$ cat src/pkg/stf_defs.svh
// Register map, field positions and constants of the framer
`ifndef STF_DEFS_SVH
`define STF_DEFS_SVH
`define STF_OFF_CMD 8'h00
`define STF_OFF_RXCTL 8'h04
`define STF_OFF_MODE 8'h08
`define STF_OFF_TXCTL 8'h0c
`define STF_OFF_INTCTL 8'h10
`define STF_OFF_DATA 8'h14
`define STF_OFF_STAT 8'h18
`define STF_CMD_ABORT 3'h1
`define STF_CMD_RST_EXT 3'h2
`define STF_CMD_RST_TXP 3'h5
`define STF_CMD_RST_CRC 3'h6
`define STF_CMD_RST_EOM 3'h7
`define STF_TXC_DTR 7
`define STF_TXC_EN 3
`define STF_TXC_RTS 1
`define STF_TXC_CRCEN 0
`define STF_MODE_BITFRAME 5
`define STF_RXC_MASK 8'hfd
`define STF_TXC_MASK 8'heb
`define STF_IC_TXIE 0
`define STF_IC_EXTIE 1
`define STF_IC_WREN 2
`define STF_IC_RDYFN 3
`define STF_FLAG_WORD 16'h007e
`define STF_ABORT_WORD 16'h00ff
`define STF_MARK_WORD 16'hffff
`define STF_CRC_POLY 16'h8408
`define STF_CRC_PRESET 16'hffff
`define STF_STUFF_RUN 3'h5
`define STF_LEN_FLAG 5'h08
`define STF_LEN_CRC 5'h10
`define STF_LEN_MARK 5'h01
`define STF_CRC_MIN_TICKS 5'h10
`endif

$ cat src/pkg/stf_pkg.sv
// Types shared by the framer files
package stf_pkg;
  typedef enum logic [4:0]
  {
    ST_MARK = 5'b00001,
    ST_FLAG = 5'b00010,
    ST_DATA = 5'b00100,
    ST_CRC = 5'b01000,
    ST_ABORT = 5'b10000
  } stf_state_e;
  typedef logic [4:0] stf_len_t;
endpackage

$ cat src/hw/stf_sync3.sv
// Three-stage pin synchroniser with falling edge pulse
`timescale 1ns/1ps
module stf_sync3
(
  input wire logic pclk,
  input wire logic presetn,
  input wire logic pin,
  output logic fall_q
);
  logic s1_q, s2_q, s3_q, lvl_q;
  always_ff @(posedge pclk or negedge presetn)
  begin
    if (!presetn)
    begin
      s1_q <= 1'b1;
      s2_q <= 1'b1;
      s3_q <= 1'b1;
    end
    else
    begin
      s1_q <= pin;
      s2_q <= s1_q;
      s3_q <= s2_q;
    end
  end
  // Level moves only when stages two and three agree
  always_ff @(posedge pclk or negedge presetn)
  begin
    if (!presetn)
    begin
      lvl_q <= 1'b1;
      fall_q <= 1'b0;
    end
    else
    begin
      if (s2_q == s3_q)
      begin
        lvl_q <= s2_q;
      end
      fall_q <= (s2_q == s3_q) && lvl_q && !s2_q;
    end
  end
endmodule

$ cat src/hw/stf_crc16.sv
// Serial frame check generator, lsb first
`timescale 1ns/1ps
`include "stf_defs.svh"
module stf_crc16
(
  input wire logic pclk,
  input wire logic presetn,
  input wire logic init,
  input wire logic en,
  input wire logic din,
  output logic [15:0] crc_q
);
  logic fb;
  assign fb = crc_q[0] ^ din;
  always_ff @(posedge pclk or negedge presetn)
  begin
    if (!presetn)
    begin
      crc_q <= `STF_CRC_PRESET;
    end
    else if (init)
    begin
      crc_q <= `STF_CRC_PRESET;
    end
    else if (en)
    begin
      crc_q <= (crc_q >> 1) ^ (fb ? `STF_CRC_POLY : 16'h0000);
    end
  end
endmodule

$ cat src/hw/stf_tx_framer.sv
// Bit-oriented transmit framer with APB register access
`timescale 1ns/1ps
`include "stf_defs.svh"
module stf_tx_framer
  import stf_pkg::*;
(
  input wire logic pclk,
  input wire logic presetn,
  input wire logic psel,
  input wire logic penable,
  input wire logic pwrite,
  input wire logic [7:0] paddr,
  input wire logic [31:0] pwdata,
  output logic [31:0] prdata_q,
  output logic pready_q,
  output logic pslverr_q,
  input wire logic txc,
  output logic txd_q,
  output logic int_n_q,
  output logic wait_n_q,
  output logic ready_n_q,
  output logic dtr_n_q,
  output logic rts_n_q
);
  // ----------------------------------------
  // Declarations
  // ----------------------------------------
  logic [7:0] rxctl_q, mode_q, txctl_q, intctl_q, buf_q;
  logic buf_full_q, eom_q, txp_q, extp_q, abort_req_q;
  stf_state_e st_q, n_st;
  logic [15:0] sh_q, n_word;
  stf_len_t bits_q, n_len;
  logic [2:0] ones_q;
  logic tick, tx_en, stuff, load, sw_abort, emit_data;
  logic [15:0] crc;
  logic crc_init, crc_en, bit_out;
  logic wr_go, wr_data, cmd_go, blocked, mapped;
  logic [2:0] cmd;
  logic ld_data, ld_crc, ld_flag_after_crc;

  function automatic stf_len_t len_of(input logic [1:0] code);
    case (code)
      2'b00: len_of = 5'h05;
      2'b10: len_of = 5'h06;
      2'b01: len_of = 5'h07;
      2'b11: len_of = 5'h08;
      default: len_of = 5'h08;
    endcase
  endfunction

  function automatic logic is_off(input logic [7:0] a, input logic [7:0] off);
    is_off = (a == off);
  endfunction

  stf_sync3 u_sync
  (
    .pclk(pclk),
    .presetn(presetn),
    .pin(txc),
    .fall_q(tick)
  );

  // ----------------------------------------
  // APB slave
  // ----------------------------------------
  assign wr_go = psel && penable && pready_q && pwrite && !pslverr_q;
  assign wr_data = wr_go && is_off(paddr, `STF_OFF_DATA);
  assign cmd_go = wr_go && is_off(paddr, `STF_OFF_CMD);
  assign cmd = pwdata[2:0];
  assign mapped = paddr <= `STF_OFF_STAT && paddr[1:0] == 2'b00;
  assign blocked = intctl_q[`STF_IC_WREN] && !intctl_q[`STF_IC_RDYFN] && pwrite
    && is_off(paddr, `STF_OFF_DATA) && buf_full_q;

  always_ff @(posedge pclk or negedge presetn)
  begin
    if (!presetn)
    begin
      pready_q <= 1'b0;
      pslverr_q <= 1'b0;
      prdata_q <= 32'h00000000;
    end
    else if (psel && penable && !pready_q && !blocked)
    begin
      pready_q <= 1'b1;
      pslverr_q <= !mapped;
      prdata_q <= 32'h00000000;
      if (!pwrite && is_off(paddr, `STF_OFF_INTCTL))
      begin
        prdata_q <= {24'h000000, intctl_q};
      end
      else if (!pwrite && is_off(paddr, `STF_OFF_STAT))
      begin
        // empty flag hidden while CRC shifts
        prdata_q <= {26'h0000000, st_q == ST_ABORT, st_q == ST_CRC, extp_q, txp_q, eom_q,
          !buf_full_q && st_q != ST_CRC};
      end
    end
    else
    begin
      pready_q <= 1'b0;
      pslverr_q <= 1'b0;
    end
  end

  // ----------------------------------------
  // Configuration registers
  // ----------------------------------------
  always_ff @(posedge pclk or negedge presetn)
  begin
    if (!presetn)
    begin
      rxctl_q <= 8'h00;
      mode_q <= 8'h00;
      txctl_q <= 8'h00;
      intctl_q <= 8'h00;
    end
    else if (wr_go)
    begin
      // receive control fields, bit 1 zero
      if (is_off(paddr, `STF_OFF_RXCTL))
      begin
        rxctl_q <= pwdata[7:0] & `STF_RXC_MASK;
      end
      if (is_off(paddr, `STF_OFF_MODE))
      begin
        mode_q <= pwdata[7:0];
      end
      if (is_off(paddr, `STF_OFF_TXCTL))
      begin
        txctl_q <= pwdata[7:0] & `STF_TXC_MASK;
      end
      if (is_off(paddr, `STF_OFF_INTCTL))
      begin
        intctl_q <= pwdata[7:0];
      end
    end
  end

  // framing only with bit framing mode selected
  assign tx_en = txctl_q[`STF_TXC_EN] && mode_q[`STF_MODE_BITFRAME];
  assign sw_abort = cmd_go && cmd == `STF_CMD_ABORT;

  // ----------------------------------------
  // Next character selection
  // ----------------------------------------
  // zero after five ones in data and CRC
  assign stuff = ones_q == `STF_STUFF_RUN && (st_q == ST_DATA || st_q == ST_CRC) && !abort_req_q;
  assign load = bits_q == 5'h00 && !stuff;

  always_comb
  begin
    n_st = st_q;
    n_word = `STF_MARK_WORD;
    n_len = `STF_LEN_MARK;
    if (abort_req_q)
    begin
      n_st = ST_ABORT;
      n_word = `STF_ABORT_WORD;
      n_len = `STF_LEN_FLAG;
    end
    else if (!load)
    begin
      n_st = st_q;
    end
    else if (!tx_en)
    begin
      n_st = ST_MARK;
    end
    else if (buf_full_q)
    begin
      n_st = ST_DATA;
      n_word = {8'h00, buf_q};
      n_len = len_of(txctl_q[6:5]);
    end
    else if (st_q == ST_DATA && !eom_q)
    begin
      n_st = ST_CRC;
      n_word = ~crc;
      n_len = `STF_LEN_CRC;
    end
    else
    begin
      // flags when flag set or idle
      n_st = ST_FLAG;
      n_word = `STF_FLAG_WORD;
      n_len = `STF_LEN_FLAG;
    end
  end

  assign ld_data = tick && load && !abort_req_q && tx_en && buf_full_q;
  // underrun: shifter done with buffer empty
  assign ld_crc = tick && !abort_req_q && load && n_st == ST_CRC && st_q == ST_DATA;
  assign ld_flag_after_crc = tick && !abort_req_q && load && n_st == ST_FLAG && st_q == ST_CRC;
  assign bit_out = (abort_req_q || load) ? n_word[0] : (stuff ? 1'b0 : sh_q[0]);
  assign emit_data = (abort_req_q || load) ? n_st == ST_DATA : (st_q == ST_DATA && !stuff);

  // ----------------------------------------
  // Shifter and line output
  // ----------------------------------------
  always_ff @(posedge pclk or negedge presetn)
  begin
    if (!presetn)
    begin
      st_q <= ST_MARK;
      sh_q <= `STF_MARK_WORD;
      bits_q <= 5'h00;
      txd_q <= 1'b1;
    end
    else if (tick)
    begin
      txd_q <= bit_out;
      if (abort_req_q || load)
      begin
        st_q <= n_st;
        sh_q <= n_word >> 1;
        bits_q <= n_len - 5'h01;
      end
      else if (!stuff)
      begin
        sh_q <= sh_q >> 1;
        bits_q <= bits_q - 5'h01;
      end
    end
  end

  // Run of ones counted only in stuffed states
  always_ff @(posedge pclk or negedge presetn)
  begin
    if (!presetn)
    begin
      ones_q <= 3'h0;
    end
    else if (tick)
    begin
      if (!(emit_data || ((abort_req_q || load) ? n_st == ST_CRC : st_q == ST_CRC)) || !bit_out)
      begin
        ones_q <= 3'h0;
      end
      else
      begin
        ones_q <= ones_q + 3'h1;
      end
    end
  end

  // ----------------------------------------
  // Frame check
  // ----------------------------------------
  // preset at each flag or abort
  assign crc_init = (tick && (abort_req_q || load) && (n_st == ST_FLAG || n_st == ST_ABORT))
    || (cmd_go && cmd == `STF_CMD_RST_CRC);
  assign crc_en = tick && emit_data && txctl_q[`STF_TXC_CRCEN];

  stf_crc16 u_crc
  (
    .pclk(pclk),
    .presetn(presetn),
    .init(crc_init),
    .en(crc_en),
    .din(bit_out),
    .crc_q(crc)
  );

  // ----------------------------------------
  // Buffer, flags and commands
  // ----------------------------------------
  always_ff @(posedge pclk or negedge presetn)
  begin
    if (!presetn)
    begin
      buf_q <= 8'h00;
      buf_full_q <= 1'b0;
      abort_req_q <= 1'b0;
    end
    else
    begin
      if (wr_data)
      begin
        buf_q <= pwdata[7:0];
      end
      if (sw_abort)
      begin
        buf_full_q <= 1'b0;
      end
      else if (wr_data)
      begin
        buf_full_q <= 1'b1;
      end
      else if (ld_data)
      begin
        buf_full_q <= 1'b0;
      end
      if (sw_abort)
      begin
        abort_req_q <= 1'b1;
      end
      else if (tick)
      begin
        abort_req_q <= 1'b0;
      end
    end
  end

  always_ff @(posedge pclk or negedge presetn)
  begin
    if (!presetn)
    begin
      eom_q <= 1'b1;
      txp_q <= 1'b0;
      extp_q <= 1'b0;
    end
    else
    begin
      if (ld_crc)
      begin
        eom_q <= 1'b1;
      end
      else if (cmd_go && cmd == `STF_CMD_RST_EOM)
      begin
        eom_q <= 1'b0;
      end
      // set on buffer emptying, after CRC too
      if (intctl_q[`STF_IC_TXIE] && (ld_data || ld_flag_after_crc))
      begin
        txp_q <= 1'b1;
      end
      else if (wr_data || (cmd_go && cmd == `STF_CMD_RST_TXP))
      begin
        txp_q <= 1'b0;
      end
      if (intctl_q[`STF_IC_EXTIE] && ld_crc)
      begin
        extp_q <= 1'b1;
      end
      else if (cmd_go && cmd == `STF_CMD_RST_EXT)
      begin
        extp_q <= 1'b0;
      end
    end
  end

  // ----------------------------------------
  // Registered pin outputs
  // ----------------------------------------
  always_ff @(posedge pclk or negedge presetn)
  begin
    if (!presetn)
    begin
      int_n_q <= 1'b1;
      wait_n_q <= 1'b1;
      ready_n_q <= 1'b1;
      dtr_n_q <= 1'b1;
      rts_n_q <= 1'b1;
    end
    else
    begin
      int_n_q <= !(txp_q || extp_q);
      // wait while buffer holds a character
      wait_n_q <= !(intctl_q[`STF_IC_WREN] && !intctl_q[`STF_IC_RDYFN] && buf_full_q);
      // ready while buffer can take one
      ready_n_q <= !(intctl_q[`STF_IC_WREN] && intctl_q[`STF_IC_RDYFN] && !buf_full_q && tx_en);
      dtr_n_q <= !txctl_q[`STF_TXC_DTR];
      rts_n_q <= !txctl_q[`STF_TXC_RTS];
    end
  end

  // ----------------------------------------
  // Assertions
  // ----------------------------------------
  // CRC length counter
  logic [4:0] crc_ticks_q;
  always_ff @(posedge pclk or negedge presetn)
  begin
    if (!presetn)
    begin
      crc_ticks_q <= 5'h00;
    end
    else if (ld_crc)
    begin
      crc_ticks_q <= 5'h01;
    end
    else if (tick && st_q == ST_CRC && crc_ticks_q != 5'h1f)
    begin
      crc_ticks_q <= crc_ticks_q + 5'h01;
    end
  end
endmodule

$ cat config.mk
export PLATFORM = sky130hd
export DESIGN_NAME = stf_tx_framer
export DESIGN_NICKNAME = d
export VERILOG_FILES = /design/src/pkg/stf_pkg.sv /design/src/hw/stf_sync3.sv /design/src/hw/stf_crc16.sv /design/src/hw/stf_tx_framer.sv
export VERILOG_INCLUDE_DIRS = /design/src /design/src/pkg
export SDC_FILE = /design/constraint.sdc
export NUM_CORES = 1
export LEC_CHECK = 0
export ABC_AREA = 0
export BUFFER_PORTS_ARGS = -buffer_cell sky130_fd_sc_hd__buf_2
export CORE_ASPECT_RATIO = 0.8
export CORE_UTILIZATION = 57
export CTS_BUF_LIST = sky130_fd_sc_hd__clkbuf_8
export CTS_CLUSTER_SIZE = 14
export DETAILED_ROUTE_END_ITERATION = 8
export GPL_TIMING_DRIVEN = 0
export PLACE_DENSITY_LB_ADDON = 0.1
export RECOVER_POWER = 100
export SETUP_SLACK_MARGIN = 0.4
export SLEW_MARGIN = 20
export SYNTH_ARGS = -nofsm -noshare
export SYNTH_HDL_FRONTEND = slang
export SYNTH_SLANG_ARGS = --single-unit
$ cat constraint.sdc
create_clock -name pclk -period 6.9 [get_ports pclk]
set_clock_uncertainty 0.05 [all_clocks]
set_input_delay 0.345 -clock pclk [delete_from_list [all_inputs] [get_ports pclk]]
set_output_delay 0.345 -clock pclk [all_outputs]
set_load 0.05 [all_outputs]
==> results of run 1 <==
-- timing repair --
action | CTS | global route
endpoints found under the hold margin | 10 | 0
hold buffers | 2 | 0
setup buffers | 0 | 0
gates resized for setup | 0 | 0
-- power groups by stage --
stage          Clock [mW]  Sequential, mW  Combinational, mW
6_report            0.390           0.697              0.277
5_1_grt             0.420           0.707              0.308
4_1_cts             0.399           0.697              0.286
3_5_place_dp            0           0.706              0.286
3_3_place_gp            0           0.703              0.278
2_1_floorplan           0           0.721              0.193
-- per-layer routing --
| metal | GRT usage | wire length [um] | up-vias |
|---|---|---|---|
| li1 | - | - | 1777 |
| met1 | 0.372 | 5050 | 1824 |
| met2 | 0.378 | 4680 | 126 |
| met3 | 0.0761 | 744 | 16 |
| met4 | 0.0738 | 107 | 0 |
| met5 | 0 | 0 | - |
-- logic make-up (layout without fill, tap and decap cells) --
logic type	after synthesis	count (layout)	share of synthesized area
and+or+nand+nor	168	168	0.182
AOI/OAI and AO/OA	114	114	0.159
DFF	94	94	0.512
buffers and inverters	58	114	0.0727
muxes	25	25	0.0599
adders and majority gates	5	5	0.0128
other	1	24	0.000798
-- state kept, by name (all words and copies together), names as in the netlist, 3 cells and up --
register,flops
sh_q,16
u_crc.crc_q,16
buf_q,8
intctl_q,8
prdata_q,8
txctl_q,6
bits_q,5
st_q,5
ones_q,3
-- cells in the mapped netlist, types with 2 or more instances --
| cell type | instances | area (um^2) |
|---|---|---|
| nand2_1 | 62 | 233 |
| dfrtp_1 | 50 | 1250 |
| dfstp_2 | 44 | 1160 |
| o21ai_0 | 33 | 165 |
| nand3_1 | 27 | 135 |
| buf_4 | 25 | 188 |
| nor2_1 | 25 | 93.8 |
| mux2_2 | 24 | 270 |
| a21oi_1 | 15 | 75.1 |
| inv_1 | 15 | 56.3 |
| a22oi_1 | 13 | 97.6 |
| clkbuf_1 | 11 | 41.3 |
| nor3_1 | 9 | 45.0 |
| o22ai_1 | 9 | 56.3 |
| a211oi_1 | 7 | 52.6 |
| a21o_1 | 7 | 52.6 |
| nand4_1 | 7 | 43.8 |
| or3_1 | 7 | 43.8 |
| o21ai_1 | 5 | 25.0 |
| ha_1 | 4 | 50.1 |
| nand2b_1 | 4 | 25.0 |
| o221ai_1 | 4 | 35.0 |
| buf_2 | 3 | 15.0 |
| buf_6 | 3 | 33.8 |
| nor4_1 | 3 | 18.8 |
| o211ai_1 | 3 | 22.5 |
| o41ai_1 | 3 | 26.3 |
| a32oi_1 | 2 | 17.5 |
| and2_1 | 2 | 12.5 |
| nand3b_1 | 2 | 15.0 |
| nor2b_1 | 2 | 12.5 |
| nor4b_1 | 2 | 17.5 |
| or2_1 | 2 | 12.5 |
| or2b_2 | 2 | 17.5 |
-- worst register-to-register path: stages, from the launching register on --
cell and delay, ps:
dfrtp_1 410, or3_1 370, clkbuf_1 190, a211oi_1 1000
or3_1 240, clkbuf_1 420, nor2_1 90, a21oi_1 140
ha_1 180, o41ai_1 110, a211oi_1 350, mux2_2 370
a22o_1 220
-- through the flow --
stage | std cells | worst slack, ps | area, um^2
floorplan | 488 | 3750 | 4790
global placement | 633 | 3340 | 5110
detailed placement | 634 | 3350 | 5140
CTS | 652 | 3320 | 5370
global route | 652 | 2420 | 5310
finish | 652 | 2640 | 5310
-- final timing paths --
kind | from | to | cells after the start
setup / recovery | st_q[1]$_DFFE_PN0P_ | bits_q[4]$_DFFE_PN0P_ | 12
hold / removal | pwdata[4] | intctl_q[4]$_DFFE_PN0P_ | 2
setup reg to reg | st_q[1]$_DFFE_PN0P_ | bits_q[4]$_DFFE_PN0P_ | 12
hold reg to reg | u_sync.s1_q$_DFF_PN1_ | u_sync.s2_q$_DFF_PN1_ | 0
max in group asynchronous | presetn | sh_q[14]$_DFFE_PN1P_ | 3
min in group asynchronous | presetn | ones_q[0]$_DFFE_PN0P_ | 2
-- layout make-up --
type / count / area, um^2
inverter: 15 / 56.3
clock buffer: 10 / 138
timing repair buffer: 40 / 211
clock inverter: 6 / 73.8
tap: 108 / 135
fill: 663 / 2640
multi-input combinational: 336 / 2020
sequential: 94 / 2410
buffer: 43 / 268
==> impl_metrics.toml, run 1 <==
[power_and_ir_drop]
p_int_mw = 0.937
power_switching_mw = 0.427
clock_power_share = 0.286
ir_drop_mv = 0.148
power_mw = 1.36
power_frac_comb = 0.203
seq_power_share = 0.511
swShare = 0.313
powerDensity_nw_per_um2 = 257
leakage_nw = 2.33

[route]
routedWlPerCell_um = 16.2
totalWireLength_mm = 10.6
routed_via_density = 5.74
drcViolationCount = 0
vias = 3743
firstDrtPassIters = 5
ant_nets = 0
drtIter0Drc = 292

[timing]
slew_viol_final = 0
setup_viol = 0
fmax_ghz = 0.235
rsz0062_at_grt = "no"
worst_pin_slew_ps = 1450
holdWs_ps = 168
totalNegativeSetupSlack_ps = 0
min_period_ps = 4260
max-slew-margin-rel = 0.0284
hold_viol_final = 0
finalCritPeriodShare = 0.617

[cells_and_area]
finish.utilization = 0.668
layout-area-overhead-vs-synth_pct = 12.9
drive_above_1_share = 0.257
diodes = 0
final_cell_mix = "62 x nand2_1, 50 x dfrtp_1, 43 x dfstp_2"
mostFrequentLayoutCell = "nand2_1"
fin_nets = 589

[cts]
clock_sinks = 94
numCtsBuffers = 9
clk_latency_ps = 370
clk_path_buf_depth = 2
clk_root_buffer_cell = "clkbuf_8"
cts_tree = "done"
clk_pin_slew_ps = 100
htree_levels = 3

[critical_path]
ff2ff_setup_slack_ps = 2640
critPathBufInv = 2
critPathMaxFanout = 10
worstPathArrival_ps = 4470
cpPeakStageDelay_ps = 1000
cp-end-kind = "flip-flop"
path_delay_family = "compound AO/OA/AOI/OAI gates"
crit_chain = "or3_1 > clkbuf_1 > a211oi_1 > or3_1 > clkbuf_1 > nor2_1 > a21oi_1 > ha_1 > o41ai_1 > a211oi_1 > mux2_2 > a22o_1"
start_kind = "flip-flop"
crit_slowest_cell = "a211oi_1"
path_class = "flip-flop to flip-flop"
cp_data_required_time_ps = 7120

[placement]
numPortBuffers = 37
gp_congestion = 0.880
dp_hpwl_mm = 7.76

[yosys]
synth.distinct_cells = 63
synthesis.area_um2 = 4700
async_flop_share = 1.00
yosys_warnings = 0
avgSynthCellArea_um2 = 10.1
synth_ff_type = "dfrtp_1"
synth_seq_cells = 94
synthCells = 465
synth_seq_area_share = 0.512
synth_edf_count = 0

[global_route]
antenna_found_initial = 0
grt_pass1_wl_mm = 17.4
grt_pass1_vias = 3574
gr-usage-all-layers = 0.258
grt.overflow.total = 0
grt_max_degree = 72

[floorplanning]
row_count = 29
fp.dieW_um = 104
ios = 86
start_util = 0.591
dieArea_um2 = 8610
die_y_um = 83.2
fp.coreArea_um2 = 7950

[hold_path]
min_path_type = "input port to flip-flop"

[run_status]
status = "completed"

[run]
cap_violations = 0
(Power assumes the default switching activity.)
==> run 2, diff against run 1 <==
--- a/config.mk
+++ b/config.mk
@@ -6,10 +6,10 @@
 export SDC_FILE = /design/constraint.sdc
 export NUM_CORES = 1
 export LEC_CHECK = 0
-export ABC_AREA = 0
+export ABC_AREA = 1
 export BUFFER_PORTS_ARGS = -buffer_cell sky130_fd_sc_hd__buf_2
 export CORE_ASPECT_RATIO = 0.8
-export CORE_UTILIZATION = 57
+export CORE_UTILIZATION = 52
 export CTS_BUF_LIST = sky130_fd_sc_hd__clkbuf_8
 export CTS_CLUSTER_SIZE = 14
 export DETAILED_ROUTE_END_ITERATION = 8
==> constraint.sdc (replaced) <==
create_clock -name pclk -period 3.6 [get_ports pclk]
set_clock_uncertainty 0.05 [all_clocks]
set_input_delay 0.18 -clock pclk [delete_from_list [all_inputs] [get_ports pclk]]
set_output_delay 0.18 -clock pclk [all_outputs]
set_load 0.05 [all_outputs]
==> run 2 against run 1 <==
Effect of this change:
- global-route usage shrank 0.25 points
- combinational power grew 120%
- synthesized cell count up 24%
- routed wire length is 3.5% higher
- setup slack worse by 1900 ps
- first-iteration DRC count down 9.9%
- via count up 7.9%
- clock power increased by 82%
- flip-flop and latch count unchanged
- sequential power is 88% higher
- critical path type unchanged
- largest cell class unchanged
==> impl_metrics.toml, run 2 <==
[run_status]
status = "completed"

[floorplanning]
start_util = 0.550
fp.dieW_um = 109
dieArea_um2 = 9560
ios = 86
die_y_um = 87.7
row_count = 30
fp.coreArea_um2 = 8670

[hold_path]
min_path_type = "input port to flip-flop"

[yosys]
yosys-top-cells-count = "143 x nand2_1, 71 x o21ai_0, 58 x inv_1, 54 x nor2_1, 50 x dfrtp_1"
synth_edf_count = 0
synth_top_area_cell = "dfrtp_1"
synth_seq_cells = 94
synth_ff_type = "dfrtp_1"
yosys_warnings = 0
synth.distinct_cells = 45
netlist.area_leader.share = 0.262
avgSynthCellArea_um2 = 8.27
ys_top_cells_by_area = "dfrtp_1 26%, dfstp_2 24%, nand2_1 11%"
async_flop_share = 1.00
synthCells = 577
synthesis.area_um2 = 4770
yosysMostFrequentCell = "nand2_1"
synth_seq_area_share = 0.505

[power_and_ir_drop]
ir_drop_mv = 0.320
power_mw = 2.63
powerDensity_nw_per_um2 = 491
leakage_nw = 2.58

[cells_and_area]
final_cell_mix = "147 x nand2_1, 73 x o21ai_0, 58 x inv_1"
drive_above_1_share = 0.183
mostFrequentLayoutCell = "nand2_1"
top_regs = "sh_q x16, u_crc.crc_q x16"
instances_no_fill = 768
fin_nets = 701
layout-area-overhead-vs-synth_pct = 12.5
nFillCells = 787
ff_latch_area_um2 = 2410
diodes = 0
multi_input_area_um2 = 1910

[cts]
cts_tree = "done"
cts_setup_buffers = 0
clk_latency_ps = 370
clk_path_buf_depth = 2
cts_resized = 0
clk_root_buffer_cell = "clkbuf_8"
clk_pin_slew_ps = 90
htree_levels = 3
clock_sinks = 94
numCtsBuffers = 9

[placement]
dp_hpwl_mm = 8.15
gp_congestion = 0.930
dp_cells = 750
numPortBuffers = 37

[timing]
max-slew-margin-rel = 0.153
fmax_ghz = 0.356
hold_viol_final = 0
worst_pin_slew_ps = 1270
finalCritPeriodShare = 0.781
slew_viol_final = 0
setup_viol = 0
rsz0062_at_grt = "no"
totalNegativeSetupSlack_ps = 0
min_period_ps = 2810

[run]
cap_violations = 0

[global_route]
gr-usage-all-layers = 0.255
grt.overflow.total = 0
busiest_layer = "met2"
grt_pass1_vias = 3692
antenna_found_initial = 0
grt_max_degree = 74
grt.met1_usage = 0.372
grt_pass1_wl_mm = 18.5
met3_usage = 0.0603
grt_use_met2 = 0.377

[critical_path]
start_kind = "flip-flop"
cp_data_required_time_ps = 3810
critPathMaxFanout = 10
cp-end-kind = "flip-flop"
worstPathArrival_ps = 3020
path_class = "flip-flop to flip-flop"

[route]
routedWlPerCell_um = 14.3
drtIter0Drc = 263
vias = 4040
ant_nets = 0
firstDrtPassIters = 5
totalWireLength_mm = 11.0
drcViolationCount = 0
routed_via_density = 5.26
==> run 2: cell types whose count changed after synthesis, sizes merged, moves of 4 or more <==
| cell | change |
|---|---|
| nand2b | -5 |
| or3 | -7 |
| inv | +44 |
| o21ai | +38 |
| a21oi | -6 |
| nor2 | +32 |
| a211oi | -7 |
| mux2 | -25 |
| nand3 | +10 |
| a21o | -7 |
| nor3 | -7 |
| a22oi | -4 |
| nand2 | +87 |
==> run 2: kinds of logic (layout without fill, tap and decap cells) <==
| logic type | count (synthesis) | in the layout | share of synthesized area |
|---|---|---|---|
| AO/OA/AOI/OAI | 111 | 111 | 0.132 |
| XOR/XNOR | 1 | 1 | 0.00184 |
| adder cells (fa/ha/maj) | 5 | 5 | 0.0126 |
| buffers and inverters | 101 | 157 | 0.104 |
| flip-flops | 94 | 94 | 0.505 |
| multiplexers | 1 | 1 | 0.00210 |
| other | 1 | 24 | 0.000786 |
| AND/OR/NAND/NOR | 263 | 263 | 0.242 |
==> run 2: area by class of cell <==
type                    count  area share
well taps                 112      0.0261
repair buffers             40      0.0394
flip-flops and latches     94       0.449
multi-input cells         405       0.357
clock buffers               9      0.0231
plain buffers              39      0.0487
inverters                  62      0.0436
clock inverters             7      0.0138
==> run 2: stage by stage <==
| stage | setup WS (ps) | cell area, um^2 | utilization | hold WS [ps] |
|---|---|---|---|---|
| floorplan | 1500 | 4860 | - | -166 |
| global placement | 1290 | 5180 | 0.598 | 236 |
| detailed placement | 1180 | 5220 | 0.602 | -6.04 |
| CTS | 1160 | 5430 | 0.627 | 29.7 |
| global route | 532 | 5370 | 0.619 | 43.7 |
| finish | 789 | 5370 | 0.619 | 39.8 |
==> run 2: what timing repair did <==
item                                    4_1_cts  5_1_grt
endpoints found under the hold margin        61        0
hold buffers                                  2        0
endpoints found under the setup margin        0        0
==> run 2: path summary, 6_finish.rpt <==
path,slack (ps),start,cells past startpoint,to
worst max-delay path,790,st_q[1]$_DFFE_PN0P_,18,bits_q[4]$_DFFE_PN0P_
worst min-delay path,40,pwdata[3],3,buf_q[3]$_DFFE_PN0P_
worst max register to register,790,st_q[1]$_DFFE_PN0P_,18,bits_q[4]$_DFFE_PN0P_
worst min register to register,320,u_sync.s1_q$_DFF_PN1_,0,u_sync.s2_q$_DFF_PN1_
max in group asynchronous,1970,presetn,3,u_crc.crc_q[7]$_DFFE_PN1P_
min in group asynchronous,550,presetn,2,st_q[1]$_DFFE_PN0P_
==> run 2: layer usage <==
layer  part of all wire  wire, um  up-vias
met5                  0         0        -
met4             0.0098       107        0
met3              0.065       707        9
met2               0.44      4810      132
met1               0.49      5320     1912
li1                   -         -     1987
==> run 2: critical path, cell delays in order, from the launching register on <==
cell,delay [ps]
dfrtp_1,430
nor2_1,260
nand3_2,180
nand2_2,100
nand2_1,190
nand2_1,230
nand2_1,180
inv_1,140
buf_4,180
nand2_1,60
nand2_1,90
inv_1,50
ha_1,180
inv_1,70
nor2_1,60
nand2_1,60
nand2_1,60
nand3_1,70
nand2_1,60
==> run 2: report_power, final <==
part | switching (mW) | internal (mW)
clock | 0.385 | 0.323
combinational | 0.406 | 0.205
sequential | 0.0833 | 1.23
total | 0.874 | 1.76
==> run 3, diff against run 2 <==
==> constraint.sdc (replaced) <==
create_clock -name pclk -period 2.28 [get_ports pclk]
set_clock_uncertainty 0.05 [all_clocks]
set_input_delay 0.114 -clock pclk [delete_from_list [all_inputs] [get_ports pclk]]
set_output_delay 0.114 -clock pclk [all_outputs]
set_load 0.05 [all_outputs]
==> run 3 against run 2 <==
Effect of this change:
- hold slack got worse by 21 ps
- cell area grew 18%
- core utilization increased by 11 points
- sequential power up 60%
- routed wire length is 20% higher
- sequential share of layout area is 6.9 points lower
- non-clock buffer count increased by 62
- via count rose by 11%
- maximum frequency rose by 31%
- critical endpoint unchanged
- largest cell class unchanged
- largest power group unchanged
- highest routed layer unchanged
==> impl_metrics.toml, run 3 (synthesis gave the netlist of run 2 again) <==
[critical_path]
critPathMaxFanout = 7
worstPathArrival_ps = 2360
start_kind = "flip-flop"
path_class = "flip-flop to flip-flop"
cp_data_required_time_ps = 2490
cp-end-kind = "flip-flop"

[cts]
clk_root_buffer_cell = "clkbuf_8"
cts_tree = "done"
clk_path_buf_depth = 2
numCtsBuffers = 9
clock_sinks = 94
clk_latency_ps = 370
clk_pin_slew_ps = 90
htree_levels = 3

[cells_and_area]
final_cell_mix = "131 x nand2_1, 55 x buf_4, 51 x inv_1, 51 x o21ai_0, 48 x dfrtp_1"
diodes = 0
fin_nets = 764
instances_no_fill = 831
nFillCells = 656
mostFrequentLayoutCell = "nand2_1"
layout-area-overhead-vs-synth_pct = 33.1
top_regs = "sh_q x16, u_crc.crc_q x16"
drive_above_1_share = 0.356
finish.utilization = 0.732

[route]
drtIter0Drc = 284
routed_via_density = 5.38
firstDrtPassIters = 5
ant_nets = 0
totalWireLength_mm = 13.2
routedWlPerCell_um = 15.8
drcViolationCount = 0
vias = 4471

[floorplanning]
ios = 86
fp.dieW_um = 109
row_count = 30
dieArea_um2 = 9560
start_util = 0.550
die_y_um = 87.7
fp.coreArea_um2 = 8670

[timing]
rsz0062_at_grt = "yes"
slew_viol_final = 0
worst_pin_slew_ps = 1110
fmax_ghz = 0.466
hold_viol_final = 0
finalCritPeriodShare = 0.941
max-slew-margin-rel = 0.261
totalNegativeSetupSlack_ps = 0
setup_viol = 0
min_period_ps = 2150

[global_route]
grt_pass1_wl_mm = 20.0
gr-usage-all-layers = 0.279
antenna_found_initial = 0
grt_max_degree = 78
grt_pass1_vias = 4080
grt.overflow.total = 0

[hold_path]
min_path_type = "input port to flip-flop"

[placement]
dp_hpwl_mm = 8.31
dp_cells = 750
numPortBuffers = 37
gp_congestion = 0.944

[power_and_ir_drop]
leakage_nw = 3.01
powerDensity_nw_per_um2 = 721
ir_drop_mv = 0.507

[run]
cap_violations = 0

[run_status]
status = "completed"
[run 3: cell types whose count changed in the layout (fill, tap and decap cells not counted), sizes merged]
cell,change
clkinvlp,+1
buf,+53
clkinv,-2
inv,+3
clkbuf,+3
dlygate4sd3,+6
bufinv,-1
[run 3: what timing repair did]
action | in CTS | in global routing
cloned | 1 | 2
hold endpoints to repair | 68 | 0
pin swaps | 22 | 27
resized for setup | 64 | 96
buffers inserted | 33 | 21
hold buffers | 8 | 0
setup endpoints to repair | 33 | 51
[run 3: worst paths after layout]
| kind | cells past startpoint | from | slack, ps | end |
|---|---|---|---|---|
| worst min-delay path | 3 | pwdata[5] | 20 | mode_q[5]$_DFFE_PN0P_ |
| min in group asynchronous | 2 | presetn | 440 | st_q[1]$_DFFE_PN0P_ |
| max in group asynchronous | 3 | presetn | 780 | u_crc.crc_q[6]$_DFFE_PN1P_ |
| worst min register to register | 0 | u_sync.s1_q$_DFF_PN1_ | 320 | u_sync.s2_q$_DFF_PN1_ |
| worst max-delay path | 16 | st_q[0]$_DFFE_PN1P_ | 130 | bits_q[4]$_DFFE_PN0P_ |
| worst max register to register | 16 | st_q[0]$_DFFE_PN1P_ | 130 | bits_q[4]$_DFFE_PN0P_ |
[run 3: power by group]
part	internal, mW	switching, mW	total (mW)
combinational	0.640	0.891	1.53
sequential	1.95	0.139	2.09
clock	0.384	0.578	0.962
[run 3: final cells by class]
| cell class | count | area (um^2) | share of cell area |
|---|---|---|---|
| plain buffers | 39 | 285 | 0.0449 |
| clock buffers | 9 | 124 | 0.0195 |
| clock inverters | 7 | 36.3 | 0.00571 |
| inverters | 62 | 251 | 0.0396 |
| multi-input cells | 405 | 2290 | 0.361 |
| flip-flops and latches | 94 | 2410 | 0.380 |
| well taps | 112 | 140 | 0.0221 |
| repair buffers | 102 | 802 | 0.126 |
| repair inverters | 1 | 7.51 | 0.00118 |
[run 3: routing by layer]
metal / vias up / global-route usage / share of wire / wire [um]
met5: - / 0 / 0 / 0
met4: 0 / 0.0995 / 0.023 / 299
met3: 30 / 0.0774 / 0.070 / 928
met2: 170 / 0.430 / 0.47 / 6200
met1: 2158 / 0.378 / 0.44 / 5740
li1: 2113 / - / - / -
[run 3: metrics by stage]
step                      worst slack [ps]  hold slack (ps)  power, mW  area [um^2]
after floorplan                        269             -232       2.86         4870
after global placement                62.2              170       3.06         5200
after detailed placement              1.32            -88.3       3.10         5230
after CTS                              214             3.56       4.39         5960
after global routing                  53.7             36.1       4.80         6350
final                                  134             18.9       4.58         6350
[run 3: critical path: stages (launching register included)]
cell	delay, ps
dfstp_2	560
nor2_4	60
nand3_2	90
nand2_2	70
nand2_4	120
nand3_4	160
nor2_4	210
nand2_2	80
nand2_2	90
inv_2	50
ha_4	160
inv_4	60
nor2_4	30
nand2_1	70
nand2_1	60
nand3_1	90
nand2_1	50
